## src/include/slsf_params.svh

```systemverilog
// Offsets, field positions, reset values and counts of the link status block
`ifndef SLSF_PARAMS_SVH
`define SLSF_PARAMS_SVH

// ----------------------------------------------------------------------------
// Register map (byte addresses on APB)
// ----------------------------------------------------------------------------
`define SLSF_ADDR_W             12
`define SLSF_ADDR_LINK_STATUS   12'h06c
`define SLSF_ADDR_CTRL          12'h070

// ----------------------------------------------------------------------------
// Field positions of link_status
// ----------------------------------------------------------------------------
`define SLSF_BIT_LINK_UP        6
`define SLSF_BIT_SYNC_IDLE      5
`define SLSF_BIT_PHASE_SHIFT    4
`define SLSF_BIT_SYSREF_SEEN    3
`define SLSF_BIT_PLL_LOCK       2
`define SLSF_BIT_CAL_DONE       1
`define SLSF_BIT_CLK_PRESENT    0

// ----------------------------------------------------------------------------
// Field positions and reset value of the control register
// ----------------------------------------------------------------------------
`define SLSF_BIT_SYSREF_DET_EN  0
`define SLSF_CTRL_RESET         1'h0

// ----------------------------------------------------------------------------
// Synchroniser lanes and counts
// ----------------------------------------------------------------------------
`define SLSF_SYNC_W             4
`define SLSF_LANE_SYNC_REQ_N    0
`define SLSF_LANE_SYSREF        1
`define SLSF_LANE_PLL_LOCK      2
`define SLSF_LANE_CLK_PRESENT   3
`define SLSF_MIN_REQ_FRAMES     3'h4
`define SLSF_FRAME_CNT_W        3

`endif

```

## src/include/slsf_pkg.sv

```systemverilog
// Types shared by the link status block
`include "slsf_params.svh"

package slsf_pkg;

	// Link bring-up sequence as seen by the status logic
	typedef enum logic [2:0] {
		SLSF_IDLE = 3'b000,
		SLSF_REQ  = 3'b001,
		SLSF_SYNC = 3'b010,
		SLSF_ILA  = 3'b011,
		SLSF_DATA = 3'b100
	} slsf_link_state_t;

	// Two-stage synchroniser state
	typedef struct packed {
		logic [`SLSF_SYNC_W-1:0] stage1;
		logic [`SLSF_SYNC_W-1:0] stage2;
	} slsf_sync_state_t;

	// Whole state of the status block
	typedef struct packed {
		slsf_link_state_t             st;
		logic [`SLSF_FRAME_CNT_W-1:0] frame_cnt;
		logic                         sysref_q;
		logic                         phase_shift;
		logic                         sysref_seen;
		logic                         sysref_detect_enable;
		logic [31:0]                  prdata;
		logic                         pslverr;
	} slsf_state_t;

endpackage

```

## src/rtl/slsf_link_status.sv

```systemverilog
// Serial link status register with APB access
//
// Function
// - Link-up reads 1 only after sync finished, the lane alignment sequence was sent and data is valid.
// - Sync-idle reads 0 from a sync request until sync is done, and 1 when no sync is requested.
// - Sync-idle follows the sync sequence state, not the momentary sync request pin.
// - Phase-shift is set when a sysref event moves the frame or multiframe clock phase.
// - Phase-shift is left alone by sysref events that move no clock phase.
// - Phase-shift is sticky and clears when software writes 1 to its bit.
// - Sysref-seen is set once a sysref event has been processed and the clocks follow it.
// - Sysref-seen is set on a rising sysref edge.
// - Sysref-seen clears when software writes 1 to its bit.
// - Both phase-shift and sysref-seen clear when the input clock present flag goes low.
// - The PLL lock bit reads 1 when locked and 0 when unlocked.
// - The calibration done bit reads 1 once calibration completes, else 0.
// - The clock present bit reads 1 when an active sampling clock is detected, else 0.
// - The link status register sits at address 0x006c with no defined reset value.
`timescale 1ns/1ns
`default_nettype none
`include "slsf_params.svh"

module slsf_link_status (
	input  wire logic                    i_core_clk,
	input  wire logic                    i_rst_n,
	// APB slave
	input  wire logic                    i_psel,
	input  wire logic                    i_penable,
	input  wire logic                    i_pwrite,
	input  wire logic [`SLSF_ADDR_W-1:0] i_paddr,
	input  wire logic [31:0]             i_pwdata,
	output logic      [31:0]             o_prdata,
	output logic                         o_pready,
	output logic                         o_pslverr,
	// Pins from the far end and the analog side
	input  wire logic                    i_sync_req_n,
	input  wire logic                    i_sysref,
	input  wire logic                    i_pll_lock,
	input  wire logic                    i_clk_present,
	// Internal sources on the core clock
	input  wire logic                    i_cal_done,
	input  wire logic                    i_frame_tick,
	input  wire logic                    i_phase_moved,
	input  wire logic                    i_ila_done,
	input  wire logic                    i_data_valid,
	// Control out to the framer
	output logic                         o_sysref_detect_enable
);

	// ------------------------------------------------------------------------
	// Synchronised pin levels
	// ------------------------------------------------------------------------
	logic [`SLSF_SYNC_W-1:0] pins_s;
	logic                    sync_req_n_s;
	logic                    sysref_s;
	logic                    pll_lock_s;
	logic                    clk_present_s;

	slsf_sync2 u_sync (
		.i_core_clk (i_core_clk),
		.i_rst_n    (i_rst_n),
		.i_async    ({i_clk_present, i_pll_lock, i_sysref, !i_sync_req_n}),
		.o_sync     (pins_s)
	);

	// Request lane travels inverted so a stage cleared by reset means no request
	assign sync_req_n_s  = !pins_s[`SLSF_LANE_SYNC_REQ_N];
	assign sysref_s      = pins_s[`SLSF_LANE_SYSREF];
	assign pll_lock_s    = pins_s[`SLSF_LANE_PLL_LOCK];
	assign clk_present_s = pins_s[`SLSF_LANE_CLK_PRESENT];

	// ------------------------------------------------------------------------
	// State and decoded bus strobes
	// ------------------------------------------------------------------------
	slsf_pkg::slsf_state_t s;
	slsf_pkg::slsf_state_t next_s;

	logic       setup;
	logic       access_wr;
	logic       hit_status;
	logic       hit_ctrl;
	logic       link_up;
	logic       sync_idle;
	logic       sysref_evt;
	logic       phase_evt;
	logic       clr_phase;
	logic       clr_seen;
	logic [7:0] status_val;

	// Zero wait states: every access phase completes at its first edge
	assign o_pready   = 1'b1;
	assign setup      = i_psel && !i_penable;
	assign access_wr  = i_psel && i_penable && i_pwrite;
	assign hit_status = (i_paddr == `SLSF_ADDR_LINK_STATUS);
	assign hit_ctrl   = (i_paddr == `SLSF_ADDR_CTRL);

	// Link-up needs the sequence finished and live data behind it
	assign link_up = (s.st == slsf_pkg::SLSF_DATA) && i_data_valid;

	// Flag tracks the sequence, so a short pin glitch in IDLE is not hidden
	assign sync_idle = (s.st != slsf_pkg::SLSF_REQ)
		&& (s.st != slsf_pkg::SLSF_SYNC);

	// Sysref processing only with detection enabled and a live sampling clock
	assign sysref_evt = sysref_s && !s.sysref_q && s.sysref_detect_enable
		&& clk_present_s;
	assign phase_evt  = i_phase_moved && s.sysref_detect_enable
		&& clk_present_s;

	// One-to-clear strobes; a zero leaves the flag alone
	assign clr_phase = access_wr && hit_status && i_pwdata[`SLSF_BIT_PHASE_SHIFT];
	assign clr_seen  = access_wr && hit_status && i_pwdata[`SLSF_BIT_SYSREF_SEEN];

	// Status word as software sees it; bit 7 reads zero
	always_comb begin
		status_val                        = 8'h00;
		status_val[`SLSF_BIT_LINK_UP]     = link_up;
		status_val[`SLSF_BIT_SYNC_IDLE]   = sync_idle;
		status_val[`SLSF_BIT_PHASE_SHIFT] = s.phase_shift;
		status_val[`SLSF_BIT_SYSREF_SEEN] = s.sysref_seen;
		status_val[`SLSF_BIT_PLL_LOCK]    = pll_lock_s;
		status_val[`SLSF_BIT_CAL_DONE]    = i_cal_done;
		status_val[`SLSF_BIT_CLK_PRESENT] = clk_present_s;
	end

	// ------------------------------------------------------------------------
	// Next-state logic
	// ------------------------------------------------------------------------
	always_comb begin
		next_s          = s;
		next_s.sysref_q = sysref_s;

		// Bring-up sequence; a lost sampling clock drops the link at once
		unique case (s.st)
			slsf_pkg::SLSF_IDLE: begin
				if (!sync_req_n_s) begin
					next_s.st        = slsf_pkg::SLSF_REQ;
					next_s.frame_cnt = '0;
				end
			end
			slsf_pkg::SLSF_REQ: begin
				// Too short a request is dropped, matching the receiver's duty
				if (sync_req_n_s) begin
					next_s.st = slsf_pkg::SLSF_IDLE;
				end else if (i_frame_tick) begin
					if (s.frame_cnt == `SLSF_MIN_REQ_FRAMES - 3'h1) begin
						next_s.st = slsf_pkg::SLSF_SYNC;
					end
					next_s.frame_cnt = s.frame_cnt + 3'h1;
				end
			end
			slsf_pkg::SLSF_SYNC: begin
				if (sync_req_n_s) begin
					next_s.st = slsf_pkg::SLSF_ILA;
				end
			end
			slsf_pkg::SLSF_ILA: begin
				if (!sync_req_n_s) begin
					next_s.st        = slsf_pkg::SLSF_REQ;
					next_s.frame_cnt = '0;
				end else if (i_ila_done) begin
					next_s.st = slsf_pkg::SLSF_DATA;
				end
			end
			slsf_pkg::SLSF_DATA: begin
				if (!sync_req_n_s) begin
					next_s.st        = slsf_pkg::SLSF_REQ;
					next_s.frame_cnt = '0;
				end
			end
			default: begin
				next_s.st = slsf_pkg::SLSF_IDLE;
			end
		endcase
		if (!clk_present_s) begin
			next_s.st = slsf_pkg::SLSF_IDLE;
		end

		// Sticky flags: the set beats a same-cycle software clear
		if (clr_phase) begin
			next_s.phase_shift = 1'b0;
		end
		if (phase_evt) begin
			next_s.phase_shift = 1'b1;
		end
		if (clr_seen) begin
			next_s.sysref_seen = 1'b0;
		end
		if (sysref_evt) begin
			next_s.sysref_seen = 1'b1;
		end
		// No clock means no valid alignment to report
		if (!clk_present_s) begin
			next_s.phase_shift = 1'b0;
			next_s.sysref_seen = 1'b0;
		end

		// Control write; software must see calibration done first
		if (access_wr && hit_ctrl) begin
			next_s.sysref_detect_enable = i_pwdata[`SLSF_BIT_SYSREF_DET_EN];
		end

		// Read data captured in setup so it is a flop in the access phase
		if (setup) begin
			next_s.pslverr = !(hit_status || hit_ctrl);
			next_s.prdata  = 32'h0000_0000;
			if (hit_status) begin
				next_s.prdata[7:0] = status_val;
			end else if (hit_ctrl) begin
				next_s.prdata[`SLSF_BIT_SYSREF_DET_EN] = s.sysref_detect_enable;
			end
		end
	end

	// Status flags have no documented reset; zero is used for a clean start
	always_ff @(posedge i_core_clk or negedge i_rst_n) begin
		if (!i_rst_n) begin
			s                      <= '0;
			s.st                   <= slsf_pkg::SLSF_IDLE;
			s.sysref_detect_enable <= `SLSF_CTRL_RESET;
		end else begin
			s <= next_s;
		end
	end

	// ------------------------------------------------------------------------
	// Outputs
	// ------------------------------------------------------------------------
	assign o_prdata               = s.prdata;
	assign o_pslverr              = s.pslverr && i_psel && i_penable;
	assign o_sysref_detect_enable = s.sysref_detect_enable;
endmodule
`default_nettype wire

```

## src/rtl/slsf_sync2.sv

```systemverilog
// Two flip-flop synchroniser for the asynchronous status inputs
`timescale 1ns/1ns
`default_nettype none
`include "slsf_params.svh"

module slsf_sync2 (
	input  wire logic                    i_core_clk,
	input  wire logic                    i_rst_n,
	input  wire logic [`SLSF_SYNC_W-1:0] i_async,
	output logic      [`SLSF_SYNC_W-1:0] o_sync
);

	slsf_pkg::slsf_sync_state_t s;
	slsf_pkg::slsf_sync_state_t next_s;

	// First stage feeds only the second stage
	always_comb begin
		next_s        = s;
		next_s.stage1 = i_async;
		next_s.stage2 = s.stage1;
	end

	always_ff @(posedge i_core_clk or negedge i_rst_n) begin
		if (!i_rst_n) begin
			s <= '0;
		end else begin
			s <= next_s;
		end
	end

	assign o_sync = s.stage2;

endmodule
`default_nettype wire

```

## config.mk

```make
export PLATFORM = sky130hd
export DESIGN_NAME = slsf_link_status
export DESIGN_NICKNAME = d
export VERILOG_FILES = /design/src/include/slsf_pkg.sv /design/src/rtl/slsf_link_status.sv /design/src/rtl/slsf_sync2.sv
export VERILOG_INCLUDE_DIRS = /design/src /design/src/include
export SDC_FILE = /design/constraint.sdc
export NUM_CORES = 1
export LEC_CHECK = 0
export BUFFER_PORTS_ARGS = -buffer_cell sky130_fd_sc_hd__buf_2
export CAP_MARGIN = 0
export CELL_PAD_IN_SITES_DETAIL_PLACEMENT = 0
export CELL_PAD_IN_SITES_GLOBAL_PLACEMENT = 1
export CORE_ASPECT_RATIO = 1.4
export CORE_MARGIN = 2
export CORE_UTILIZATION = 33
export CTS_BUF_LIST = sky130_fd_sc_hd__clkbuf_4 sky130_fd_sc_hd__clkbuf_8
export DETAILED_ROUTE_END_ITERATION = 16
export GPL_ROUTABILITY_DRIVEN = 0
export PLACE_DENSITY_LB_ADDON = 0.1
export SLEW_MARGIN = 20
export SYNTH_ARGS = -nofsm -noshare
export SYNTH_HDL_FRONTEND = slang
export SYNTH_SLANG_ARGS = --single-unit
```

## constraint.sdc

```tcl
create_clock -name i_core_clk -period 3.78 [get_ports i_core_clk]
set_clock_uncertainty 0.15 [all_clocks]
set_input_delay 0.756 -clock i_core_clk [delete_from_list [all_inputs] [get_ports i_core_clk]]
set_output_delay 0.756 -clock i_core_clk [all_outputs]
set_load 0.02 [all_outputs]
```

# Yosys cells after proc, flatten, opt, wreduce, memory -nomap -nowiden
# Cells that the tools add are included.
[classes]
addsub = 1
eq_ne = 20
n_mux = 20
n_reduce_logical = 26
[op_table]
columns = ["op", "n"]
rows = [
  ["$eq A12 B7 Y1 const B", 2],
  ["$mux W3", 8],
  ["$mux W6", 3],
  ["$logic_and A1 B1 Y1", 16],
  ["$ne A3 B3 Y1 const B", 4],
  ["$ne A4 B4 Y1 const B", 3],
  ["$pmux W3 S4", 1],
  ["$reduce_and A5 Y1", 2],
  ["$eq A3 B2 Y1 const B", 3],
  ["$pmux W3 S3", 1],
  ["$mux W1", 6],
  ["$ne A2 B1 Y1 const B", 3],
  ["$logic_not A1 Y1", 4],
  ["$add A3 B1 Y3 const B", 1],
  ["$eq A3 B1 Y1 const B", 1],
  ["$eq A3 B3 Y1 const B", 1],
  ["$logic_not A3 Y1", 1],
  ["$ne A3 B1 Y1 const B", 1],
  ["$ne A3 B2 Y1 const B", 1],
  ["$reduce_bool A3 Y1", 1],
  ["$mux W2", 1],
  ["$ne A2 B2 Y1 const B", 1],
  ["$reduce_or A2 Y1", 1],
  ["$logic_or A1 B1 Y1", 1],
]
[totals]
ff_bits = 27
input_bits = 58
out_inout_bits = 35
elab_cells = 77

# Depth between registers and ports, before layout
# Gate-level depths: netlist of run 1.
[depth]
word_depth = 7
ltp_mapped = 6
mapped_depth_nobuf = 6

# By module
# Synthesis of run 1 repeated with hierarchy kept, for this count alone.
[unflattened]
hier_cells = 146
area_unflattened_um2 = 1403.8
[by_module_without_submodules]
columns = ["mod", "instances", "cells_each", "area_each_um2", "seq_area_each_um2"]
rows = [
  ["slsf_link_status", 1, 138, 1203.7, 450.4],
  ["slsf_sync2", 1, 8, 200.2, 200.2],
]

# Worst setup path after synthesis of run 1
# Ideal clock, no wire load.
[synth_timing]
path_type = "input-to-reg"
startpoint = "input i_paddr[10]"
endpoint = "register s (netlist bit o_sysref_detect_enable)"
setup_ns = 0.128
arrival_ns = 1.740
t_required_ns = 3.502
setup_slack_ns = 1.762
path_stages = 4
path_buffers = 0
path_cell_list = "nor4b_4 > nand4b_4 > nor3_2 > mux2_1"
[synth_via]
elab_chain_len = 2
[synth_rtl]
columns = ["item", "line", "source"]
rows = [
  ["start: declaration", "slsf_link_status.sv:29", "input wire logic [`SLSF_ADDR_W-1:0] i_paddr,"],
  ["$eq A12 B7 Y1 (no source line)", "--", ""],
  ["$logic_and A1 B1 Y1", "slsf_link_status.sv:198", "if (access_wr && hit_ctrl) begin"],
  ["end signal: assignment", "slsf_link_status.sv:221", "s <= next_s;"],
  ["end: declaration", "slsf_link_status.sv:74", "slsf_pkg::slsf_state_t s;"],
]
# Every way passes these cells.
# A chain may end at the register's enable or synchronous reset.

# Final worst setup path of run 1
[layout_timing]
startpoint = "input i_psel"
endpoint = "output o_pslverr"
[layout_via]
elab_chain_len = 2
[layout_rtl]
columns = ["item", "line", "source"]
rows = [
  ["start: declaration", "slsf_link_status.sv:26", "input wire logic i_psel,"],
  ["$logic_and A1 B1 Y1 (2 in series)", "slsf_link_status.sv:229", "assign o_pslverr = s.pslverr && i_psel && i_penable;"],
  ["end: declaration", "slsf_link_status.sv:33", "output logic o_pslverr,"],
]
# Every way passes these cells.

==> results of run 1 <==
[routing by layer]
layer | vias up | global-route usage (%) | wire, um
li1 | 453 | - | -
met1 | 430 | 12.8 | 987
met2 | 25 | 18.8 | 1300
met3 | 2 | 1.91 | 95
met4 | 0 | 4.09 | 17
met5 | - | 0 | 0
[report_power, final]
group          switching [uW]  internal, uW  total, uW
sequential               6.11           287        293
combinational            45.6          20.7       66.3
clock                    86.4          93.1        179
total                     138           401        539
[state kept, by name, summed over array words and instances (netlist names)]
name,flops
o_prdata,7
o_sysref_detect_enable,1
s,10
u_sync.next_s,4
u_sync.o_sync,4
[per-stage QoR]
step,setup WS (ns),cells,power [uW],util [%]
6_report,1.70,206,539,36.7
5_1_grt,1.68,206,569,36.7
4_1_cts,1.71,206,551,36.7
3_5_place_dp,1.55,202,366,35.4
3_3_place_gp,1.58,202,364,35.4
2_1_floorplan,1.76,157,359,-
[worst reg2reg max path, stage by stage (launching register included)]
cell and delay [ns]:
dfrtp_1 0.48, nor2_1 0.14, nor3b_1 0.05, o21ai_1 0.26, mux2_2 0.37
[path summary, 6_finish.rpt]
path	startpoint	endpoint	slack, ns	cells past startpoint
worst max-delay path	i_psel	o_pslverr	1.70	3
worst min-delay path	u_sync.next_s[0]	u_sync.o_sync[0]	0.20	0
worst max register to register	s[41]	s[37]	2.23	4
worst min register to register	u_sync.next_s[0]	u_sync.o_sync[0]	0.20	0
max in group asynchronous	i_rst_n	u_sync.next_s[1]	2.77	1
min in group asynchronous	i_rst_n	o_prdata[4]	0.32	1
[cell type report]
class | count | area, sq um | share of cell area (%)
timing repair buffer | 37 | 185 | 12.1
tap | 45 | 56.3 | 3.68
sequential | 26 | 651 | 42.5
inverter | 4 | 15.0 | 0.981
multi-input combinational | 90 | 568 | 37.1
clock buffer | 4 | 55.1 | 3.60
[placed cells by master (no fill, tap or decap), types with 2 or more instances in the layout]
cell type / synthesis / final
and3_1: 3 / 3
inv_1: 4 / 4
conb_1: 2 / 26
clkbuf_8: 0 / 4
ha_1: 2 / 2
buf_2: 2 / 37
dfrtp_1: 26 / 26
nand2b_1: 3 / 3
a22o_1: 6 / 6
nor3b_1: 3 / 3
a32oi_1: 2 / 2
mux2_2: 3 / 3
nand2_1: 7 / 7
nor2_1: 10 / 10
o21ai_0: 5 / 5
[cells by family after synthesis]
group | after synthesis | share of synthesized area (%)
simple gates | 35 | 16.3
mux | 4 | 3.20
flops | 26 | 46.2
fa+ha+maj | 2 | 1.78
buf+inv | 41 | 19.9
compound gates | 22 | 11.5
other cells | 2 | 0.533
xor+xnor | 1 | 0.622
==> impl_results.md, run 1 <==
- Mean Syn Cell Area: between 10 and 15 sq um
- Worst-path clk slew: roughly 0.080 ns
- CTS Buf Count: 3
- Status: completed
- Period Utilization, post-route: 54.9%
- Ant diodes: 0
- H-tree lvl count: 1
- Grt ovf: 0
- # setup viols final: 0
- HPWL Detailed: roughly 1.9 mm
- Critical path's top delay family: buffers and inverters
- Clk_lat worst skew: 0.27 ns
- Routed wire length: 2.40 mm
- Setup TNS: 0 ns
- Count leader, synth: buf_4
- Yosys Warn Count: 0
- Clock root buffer master: clkbuf_8
- Crit-path max FO: 4
- Starting DRT DRC Count: 29
- Maximum VDD drop: 0.000142 V
- CTS sink count: 26
- Drt drc: 0
- Post-Syn Instances: 133
- ANT nets after route: 0
- Slew Limit Fails: 0
- Die Span Y: a little over 80 um
- FFs w/ async S/R, synth: between 90% and 100%
- Synth cell types: 36
- CTS tree: done
- Worst EP required: around 2.9 ns
- Most frequent cell on the critical path: buf_2
- First-pass GRT wire length: 3.95 mm
- Critical path class: in -> out
- P per Cell Area: approximately 350 nW/um^2
- Drt via density: 4.42
- Num ports: 93
- Hold Crit Class: reg -> reg
- Setup crit start kind: primary input
- Fillers: around 450
- Layout Nets: approximately 220
- Worst-path cell chain: buf_2 -> and3_1 -> buf_2
- CP Capture Type: output port
- Row cnt: 28
- Largest net degree at the start of global routing: 27
- Cell area after layout: roughly 1500 sq um
- Synth top cells by count: 33 x buf_4, 26 x dfrtp_1, 10 x nor2_1
- Worst path buffer plus inverter count: 2
- Starting density of the core: ~34%
- Leak pwr: between 0.0008 and 0.0009 uW
- Die area: 4820 sq um
- Hold buffers post-CTS: 0
- Top_reg_cell synth: dfrtp_1
- Number of global-route vias before repair: approximately 850
- Initial antenna violation count: 0
- Vias: a little over 900
- Final min period: around 2.1 ns
- Top-area cell type share of the netlist area: between 40% and 50%
- DR WL/cell: around 12 um
- Yosys top cell by area: dfrtp_1
- Register area share after synthesis: 46.2%
- Share of cells above drive strength 1: 29.8%
- Max Cap Viol: 0
- Placed Area: about 1500 sq um
- Mapped Area: ~1400 sq um
- Final hold vios: 0
- WP data arrival: between 1 and 1.5 ns
- Tot GR Track Use: a little over a tenth
- CTS max path bufs: 2
- RSZ-0062 raised after global routing: false
- Delay of the slowest critical-path stage: around 0.15 ns
- Port bufs: 37
- Worst rel slew slack: between 60% and 70%
- Post-CTS resize count: 0
- Final hold slack: 0.203 ns
- Slowest cell on crit path: and3_1
- First-pass DRT Iterations: 4
- Max Fclk: between 0.4 and 0.5 GHz
- Slew @ Worst Pin: 0.575 ns
- Top cells by area, synth: dfrtp_1 46%, buf_4 18%, a22o_1 3.7%
- Flops & latches, synth: 26
- Area delta synth->final: 8.61%
- Die width: between 50 and 60 um
- Core Box Area: roughly 4200 sq um
- Setup Buffers After CTS: 0
- Post-synth EDFFs: 0
(Power assumes the default switching activity.)
==> run 2, diff against run 1 <==
--- a/config.mk
+++ b/config.mk
@@ -6,13 +6,14 @@
 export SDC_FILE = /design/constraint.sdc
 export NUM_CORES = 1
 export LEC_CHECK = 0
+export ABC_AREA = 1
 export BUFFER_PORTS_ARGS = -buffer_cell sky130_fd_sc_hd__buf_2
 export CAP_MARGIN = 0
 export CELL_PAD_IN_SITES_DETAIL_PLACEMENT = 0
 export CELL_PAD_IN_SITES_GLOBAL_PLACEMENT = 1
 export CORE_ASPECT_RATIO = 1.4
 export CORE_MARGIN = 2
-export CORE_UTILIZATION = 33
+export CORE_UTILIZATION = 27
 export CTS_BUF_LIST = sky130_fd_sc_hd__clkbuf_4 sky130_fd_sc_hd__clkbuf_8
 export DETAILED_ROUTE_END_ITERATION = 16
 export GPL_ROUTABILITY_DRIVEN = 0
==> constraint.sdc (replaced) <==
create_clock -name i_core_clk -period 1.9 [get_ports i_core_clk]
set_clock_uncertainty 0.15 [all_clocks]
set_input_delay 0.38 -clock i_core_clk [delete_from_list [all_inputs] [get_ports i_core_clk]]
set_output_delay 0.38 -clock i_core_clk [all_outputs]
set_load 0.02 [all_outputs]
==> run 2 against run 1 <==
Via count up 25%. Combinational power rose to 5.7 times the previous value. Global-route usage down 0.35 points. Clock-buffer cell count down 1. Cell count up 38%. Critical path depth up 6. Hold slack worse by 0.14 ns. Design area up 8.7%. Total power rose to 2.8 times the previous value. Synthesized cell count up 38%. Non-clock buffer count up 2. Critical path type is now reg -> reg. Critical endpoint is now s[40]. Largest cell class unchanged. Largest power group unchanged. Highest routed layer unchanged.
==> impl_results.md, run 2 <==
- Status: completed
- CP Capture Type: flip-flop
- Tot GR Track Use: 10.4% (-0.35 points)
- Period Utilization, post-route: 75.4%
- Critical R2R Launch: s[37]
- Ant diodes: 0 (unchanged)
- Commonest non-fill, non-tap cell in the layout: nand2_1
- HPWL Detailed: 2.33 mm (+22%)
- Synth cell types: 20 (-44%)
- Top-area cell type share of the netlist area: 44.4% (-1.7 points)
- Row cnt: 31 (+11%)
- Slew Limit Fails: 0 (unchanged)
- Grt ovf: 0 (unchanged)
- Clock Power Share: 30.7% (-2.6 points)
- Min-delay src: i_clk_present
- Share of cells above drive strength 1: 24.3% (-5.5 points)
- Setup Buffers After CTS: 0 (unchanged)
- Worst EP required: 1.95 ns (-0.92 ns)
- Count leader, synth: nand2_1
- Vias: 1133 (+25%)
- Final min period: ~1.4 ns
- Crit path launch: s[37]
- Final non-filler cell total: 284 (+38%)
- Slew @ Worst Pin: 0.567 ns (-0.00826 ns)
- Register area share after synthesis: 44.4% (-1.7 points)
- Die Span Y: 91.1 um (+12%)
- Hold Crit Class: in -> reg
- Final hold slack: 0.0602 ns (-0.143 ns)
- Area delta synth->final: 13.6%
- Worst-path clk slew: 0.09 ns (about the same)
- Clock root buffer master: clkbuf_8
- Die area: 6040 sq um (+25%)
- Hold buffers post-CTS: 1 (+1)
- P per Cell Area: 894 nW/um^2 (+150%)
- Setup TNS: 0 ns (unchanged)
- Mean Syn Cell Area: 7.96 sq um (-25%)
- Worst rel slew slack: 62.2% (+0.55 points)
- Yosys top cell by area: dfrtp_1
- ANT nets after route: 0 (unchanged)
- # setup viols final: 0 (unchanged)
- Top_reg_cell synth: dfrtp_1
- Internal: 1010 uW (+150%)
- Crit-path max FO: 6 (+2)
- Combinational share of power: 25.6% (+13 points)
- Drt via density: 3.99 (-9.7%)
- Leak pwr: 0.000891 uW (+6.0%)
- Max Fclk: about 0.7 GHz
- FFs w/ async S/R, synth: 100% (unchanged)
- Placed Area: 1580 sq um (+7.2%)
- H-tree lvl count: 1 (unchanged)
- First-pass DRT Iterations: 4 (unchanged)
- CTS Buf Count: 3 (unchanged)
- Core Box Area: 5200 sq um (+25%)
- RSZ-0062 raised after global routing: false
- Final hold vios: 0 (unchanged)
- Post-Place Cells: 279 (+38%)
- Clk_lat worst skew: 0.27 ns (about the same)
- WP data arrival: 1.48 ns (+0.31 ns)
- First-pass GRT wire length: 5.04 mm (+27%)
- DR WL/cell: 10.1 um (-13%)
- Part of the power in registers: 43.7% (-11 points)
- Starting density of the core: 28.2% (-5.6 points)
- Num ports: 93 (unchanged)
- Reg2Reg Depth: 9 (+5)
- Initial antenna violation count: 0 (unchanged)
- Yosys Warn Count: 0 (unchanged)
- Routed wire length: 2.87 mm (+19%)
- Post-synth EDFFs: 0 (unchanged)
- Largest register by flop count: s
- Post-CTS resize count: 0 (unchanged)
- Starting DRT DRC Count: 34 (+17%)
- Number of global-route vias before repair: 1177 (+39%)
- CTS sink count: 26 (unchanged)
- Max Cap Viol: 0 (unchanged)
- Port bufs: 37 (unchanged)
- CTS max path bufs: 2 (unchanged)
- Largest net degree at the start of global routing: 27 (unchanged)
- Post-Syn Instances: 184 (+38%)
- Critical path class: reg -> reg
- Maximum VDD drop: 0.000356 V (+150%)
- CTS tree: done
- Commonest non-fill, non-tap cells in the layout: 46 x nand2_1, 37 x buf_2, 26 x conb_1, 26 x dfrtp_1, 18 x inv_1
- Number of flip-flops in the largest register: 10 (unchanged)
- Setup crit start kind: flip-flop
- Flops & latches, synth: 26 (unchanged)
- Die width: 66.2 um (+12%)
- Drt drc: 0 (unchanged)
- Mapped Area: 1460 sq um (+3.9%)
- Cell area after layout: 1660 sq um (+8.7%)
- Synth top cells by count: 46 x nand2_1, 33 x buf_4, 26 x dfrtp_1
- Net Sw Power: 475 uW (+240%)
- Layout Nets: 279 (+26%)
- Hold Crit Depth: 1 (+1)
- Top cells by area, synth: dfrtp_1 44%, buf_4 17%, nand2_1 12%
- Switch share: 31.9% (+6.3 points)
[run 2: cell types whose count changed after synthesis, moves of 3 or more]
cell      before  now
nand3_1        1    9
nand2_2        0    3
nand2_1        7   46
nor3b_1        3    0
mux2_2         3    0
inv_1          4   18
nand4_1        0    4
a22o_1         6    0
and3_1         3    0
nand2b_1       3    0
nor2_1        10   17
o21ai_0        5    9
[run 2: metal layers]
layer	share of wire [%]	global-route usage (%)
met1	38	11.3
met2	56	19.5
met3	4.5	2.23
met4	0.73	3.06
met5	0	0
[run 2: worst max-delay path, stage by stage (launching register included)]
cell and delay [ns]:
dfrtp_1 0.40, ha_1 0.20, ha_1 0.17, nand2_1 0.05, nand2_1 0.05, nand2_1 0.05, nand2_1 0.07, nand2_2 0.10
nand2_1 0.06, o21ai_1 0.07
[run 2: cell type report]
cell class                      count  area [sq um]
Clock buffer                        3          41.3
Clock inverter                      1          30.0
Fill cell                         584          3530
Inverter                           20          75.1
Multi-Input combinational cell    129           581
Sequential cell                    26           651
Tap cell                           66          82.6
Timing Repair Buffer               39           203
[run 2: worst paths after layout]
path / endpoint / slack (ns)
worst max-delay path: s[40] / 0.47
worst min-delay path: u_sync.next_s[3] / 0.06
min in group asynchronous: o_prdata[4] / 0.49
worst min register to register: u_sync.o_sync[1] / 0.20
worst max register to register: s[40] / 0.47
max in group asynchronous: s[39] / 0.74
[run 2: cell families (layout without fill, tap and decap cells)]
logic type | Yosys count | after routing | share of synthesized area [%]
flip-flops | 26 | 26 | 44.4
AO/OA/AOI/OAI | 18 | 18 | 7.09
other | 2 | 26 | 0.513
adder cells (fa/ha/maj) | 2 | 2 | 1.71
buffers and inverters | 53 | 63 | 22.1
AND/OR/NAND/NOR | 83 | 83 | 24.2
[run 2: stage by stage]
stage	utilization, %	power, uW	setup slack (ns)
after CTS	32.0	1520	0.454
after detailed placement	30.4	1040	0.371
after floorplan	-	979	0.572
final	32.0	1490	0.467
after global placement	30.4	1030	0.430
after global routing	32.0	1600	0.300
[run 2: power groups by stage]
| stage | Clock [uW] | Combinational (uW) | Sequential (uW) |
|---|---|---|---|
| final | 456 | 380 | 650 |
| after global routing | 497 | 449 | 658 |
| after CTS | 479 | 388 | 650 |
| after detailed placement | 0 | 383 | 661 |
| after global placement | 0 | 374 | 660 |
| after floorplan | 0 | 329 | 650 |
==> run 3, diff against run 2 <==
==> constraint.sdc (replaced) <==
create_clock -name i_core_clk -period 1.2 [get_ports i_core_clk]
set_clock_uncertainty 0.15 [all_clocks]
set_input_delay 0.24 -clock i_core_clk [delete_from_list [all_inputs] [get_ports i_core_clk]]
set_output_delay 0.24 -clock i_core_clk [all_outputs]
set_load 0.02 [all_outputs]
==> run 3 against run 2 <==
Largest power group unchanged. Critical endpoint unchanged. Clock power increased by 59%. Die area unchanged. Largest cell class unchanged. Combinational power increased by 140%. Fmax increased by 3.1%. Critical path type unchanged. Core utilization increased by 7.0 points. Via count increased by 9.0%. The flow now finishes with violations (negative setup slack).
==> impl_results.md, run 3 (synthesis results as in run 2) <==
- Worst Slack Setup Final: -0.191 ns (-0.658 ns)
- ANT nets after route: 0 (unchanged)
- Clock Power Share: 27.1% (-3.6 points)
- CP Capture Type: flip-flop
- Final non-filler cell total: 312 (+9.9%)
- Num ports: 93 (unchanged)
- Switch share: 32.2% (+0.27 points)
- Tot GR Track Use: 10.4% (about the same)
- Ant diodes: 0 (unchanged)
- Internal: 1820 uW (+79%)
- Port bufs: 37 (unchanged)
- P per Cell Area: 1320 nW/um^2 (+48%)
- First-pass DRT Iterations: 6 (+2)
- Initial antenna violation count: 0 (unchanged)
- Failing checks: negative setup slack
- Worst slack, placed: -0.191 ns (-0.562 ns)
- Drt via density: 3.96 (-0.78%)
- Layout Utilization: 39.0% (+7.0 points)
- Hold Crit Class: in -> reg
- CTS sink count: 26 (unchanged)
- Maximum VDD drop: 0.000625 V (+76%)
- HPWL Detailed: 2.35 mm (+0.61%)
- Delay of the slowest critical-path stage: 0.40 ns (about the same)
- Post-Place Cells: 292 (+4.7%)
- Critical path class: reg -> reg
- Number of global-route vias before repair: 1215 (+3.2%)
- Worst reg2reg setup slack: -0.19 ns (-0.66 ns)
- Largest register by flop count: s
- Max Fclk: 0.719 GHz (+3.1%)
- Largest net degree at the start of global routing: 27 (unchanged)
- Period Utilization, post-route: 116% (+40 points)
- Layout Nets: 307 (+10%)
- DR WL/cell: 9.65 um (-4.4%)
- CTS tree: done
- Leak pwr: 0.00104 uW (+17%)
- Worst EP required: 1.24 ns (-0.71 ns)
- Routed wire length: 3.01 mm (+5.0%)
- Drt drc: 0 (unchanged)
- Commonest non-fill, non-tap cells in the layout: 40 x nand2_1, 28 x buf_2, 26 x conb_1, 25 x dfrtp_1, 23 x buf_4
- CTS max path bufs: 2 (unchanged)
- WP data arrival: 1.44 ns (-0.04 ns)
- RSZ-0062 raised after global routing: true
- Crit-path max FO: 6 (unchanged)
- Final min period: 1.39 ns (-0.0425 ns)
- Net Sw Power: 862 uW (+82%)
- Worst-path clk slew: 0.10 ns (about the same)
- Fillers: 556 (-4.8%)
- Worst-path cell chain: ha_2 -> ha_4 -> nand2_2 -> nand2_1 -> nand2_1 -> nand2_2 -> nand2_4 -> nand2_1 -> o21ai_1
- Core Box Area: 5200 sq um (unchanged)
- Final hold vios: 0 (unchanged)
- Area delta synth->final: 38.5%
- Clk_lat worst skew: 0.27 ns (about the same)
- Number of flip-flops in the largest register: 10 (unchanged)
- Combinational share of power: 33.7% (+8.1 points)
- Clock root buffer master: clkbuf_8
- Most frequent cell on the critical path: nand2_1
- Vias: 1235 (+9.0%)
- # setup viols final: 8 (+8)
- Starting DRT DRC Count: 40 (+18%)
- Status: finished with violations
- H-tree lvl count: 1 (unchanged)
- Row cnt: 31 (unchanged)
- Part of the power in registers: 39.1% (-4.6 points)
- Starting density of the core: 28.2% (unchanged)
- Max Cap Viol: 0 (unchanged)
- First-pass GRT wire length: 5.10 mm (+1.2%)
- Slowest cell on crit path: dfrtp_1
- Die area: 6040 sq um (unchanged)
- Die Span Y: 91.1 um (unchanged)
- Die width: 66.2 um (unchanged)
- Commonest non-fill, non-tap cell in the layout: nand2_1
- Setup crit start kind: flip-flop
- CTS Buf Count: 3 (unchanged)
- Grt ovf: 0 (unchanged)
- Share of cells above drive strength 1: 37.8% (+13 points)
- Slew Limit Fails: 0 (unchanged)
[run 3: changes by cell type in the layout (fill, tap and decap cells not counted), moves of 3 or more]
cell,before,now
buf_4,1,23
buf_6,0,10
buf_2,37,28
nand2_1,46,40
dlygate4sd3_1,1,5
nand2_2,3,7
inv_1,18,15
inv_2,2,5
nor2_1,17,14
[run 3: worst max-delay path, delay by kind of cell (launching register included)]
kind | cells | cell delay, ns
AND/OR/NAND/NOR | 6 | 0.35
AO/OA/AOI/OAI | 1 | 0.06
flip-flops | 1 | 0.40
adder cells (fa/ha/maj) | 2 | 0.34
[run 3: worst paths after layout]
| kind | from | to | cells past startpoint |
|---|---|---|---|
| setup / recovery | s[37] | s[40] | 9 |
| hold / removal | i_pwdata[0] | o_sysref_detect_enable | 3 |
| setup reg to reg | s[37] | s[40] | 9 |
| hold reg to reg | u_sync.next_s[2] | u_sync.o_sync[2] | 0 |
| max in group asynchronous | i_rst_n | s[40] | 3 |
| min in group asynchronous | i_rst_n | o_prdata[0] | 3 |
[run 3: layer usage]
layer	up-vias	track usage, %	routed length [um]
li1	635	-	-
met1	571	12.3	1210
met2	25	18.7	1660
met3	4	1.86	110
met4	0	3.06	26
met5	-	0	0
[run 3: through the flow]
step	hold WS [ns]	area, sq um	TNS (ns)	total power, uW
2_1_floorplan	-0.206	1560	-0.492	1570
3_5_place_dp	0.0453	1700	-2.24	1780
5_1_grt	0.0422	2030	-2.00	2880
3_3_place_gp	0.0432	1700	-1.96	1770
6_report	0.0316	2030	-1.12	2680
4_1_cts	0.0308	1940	-1.16	2610
[run 3: cell type report]
class,count,area (sq um),area share (%)
Tap cell,66,82.6,4.07
Multi-Input combinational cell,129,651,32.1
Sequential cell,26,652,32.2
Timing Repair Buffer,67,495,24.4
Clock inverter,1,30.0,1.48
Inverter,20,75.1,3.70
Clock buffer,3,41.3,2.04
[run 3: power by group through the flow]
| stage | clock network (uW) | registers, uW | logic, uW |
|---|---|---|---|
| 2_1_floorplan | 0 | 1030 | 534 |
| 3_3_place_gp | 0 | 1040 | 736 |
| 3_5_place_dp | 0 | 1040 | 740 |
| 4_1_cts | 768 | 1030 | 814 |
| 5_1_grt | 809 | 1060 | 1020 |
| 6_report | 727 | 1050 | 904 |
[run 3: what timing repair did]
action,4_1_cts,5_1_grt
pin swaps,8,7
hold endpoints to repair,30,0
setup buffers,7,4
resized for setup,24,14
setup endpoints to repair,17,18
hold buffers,5,0
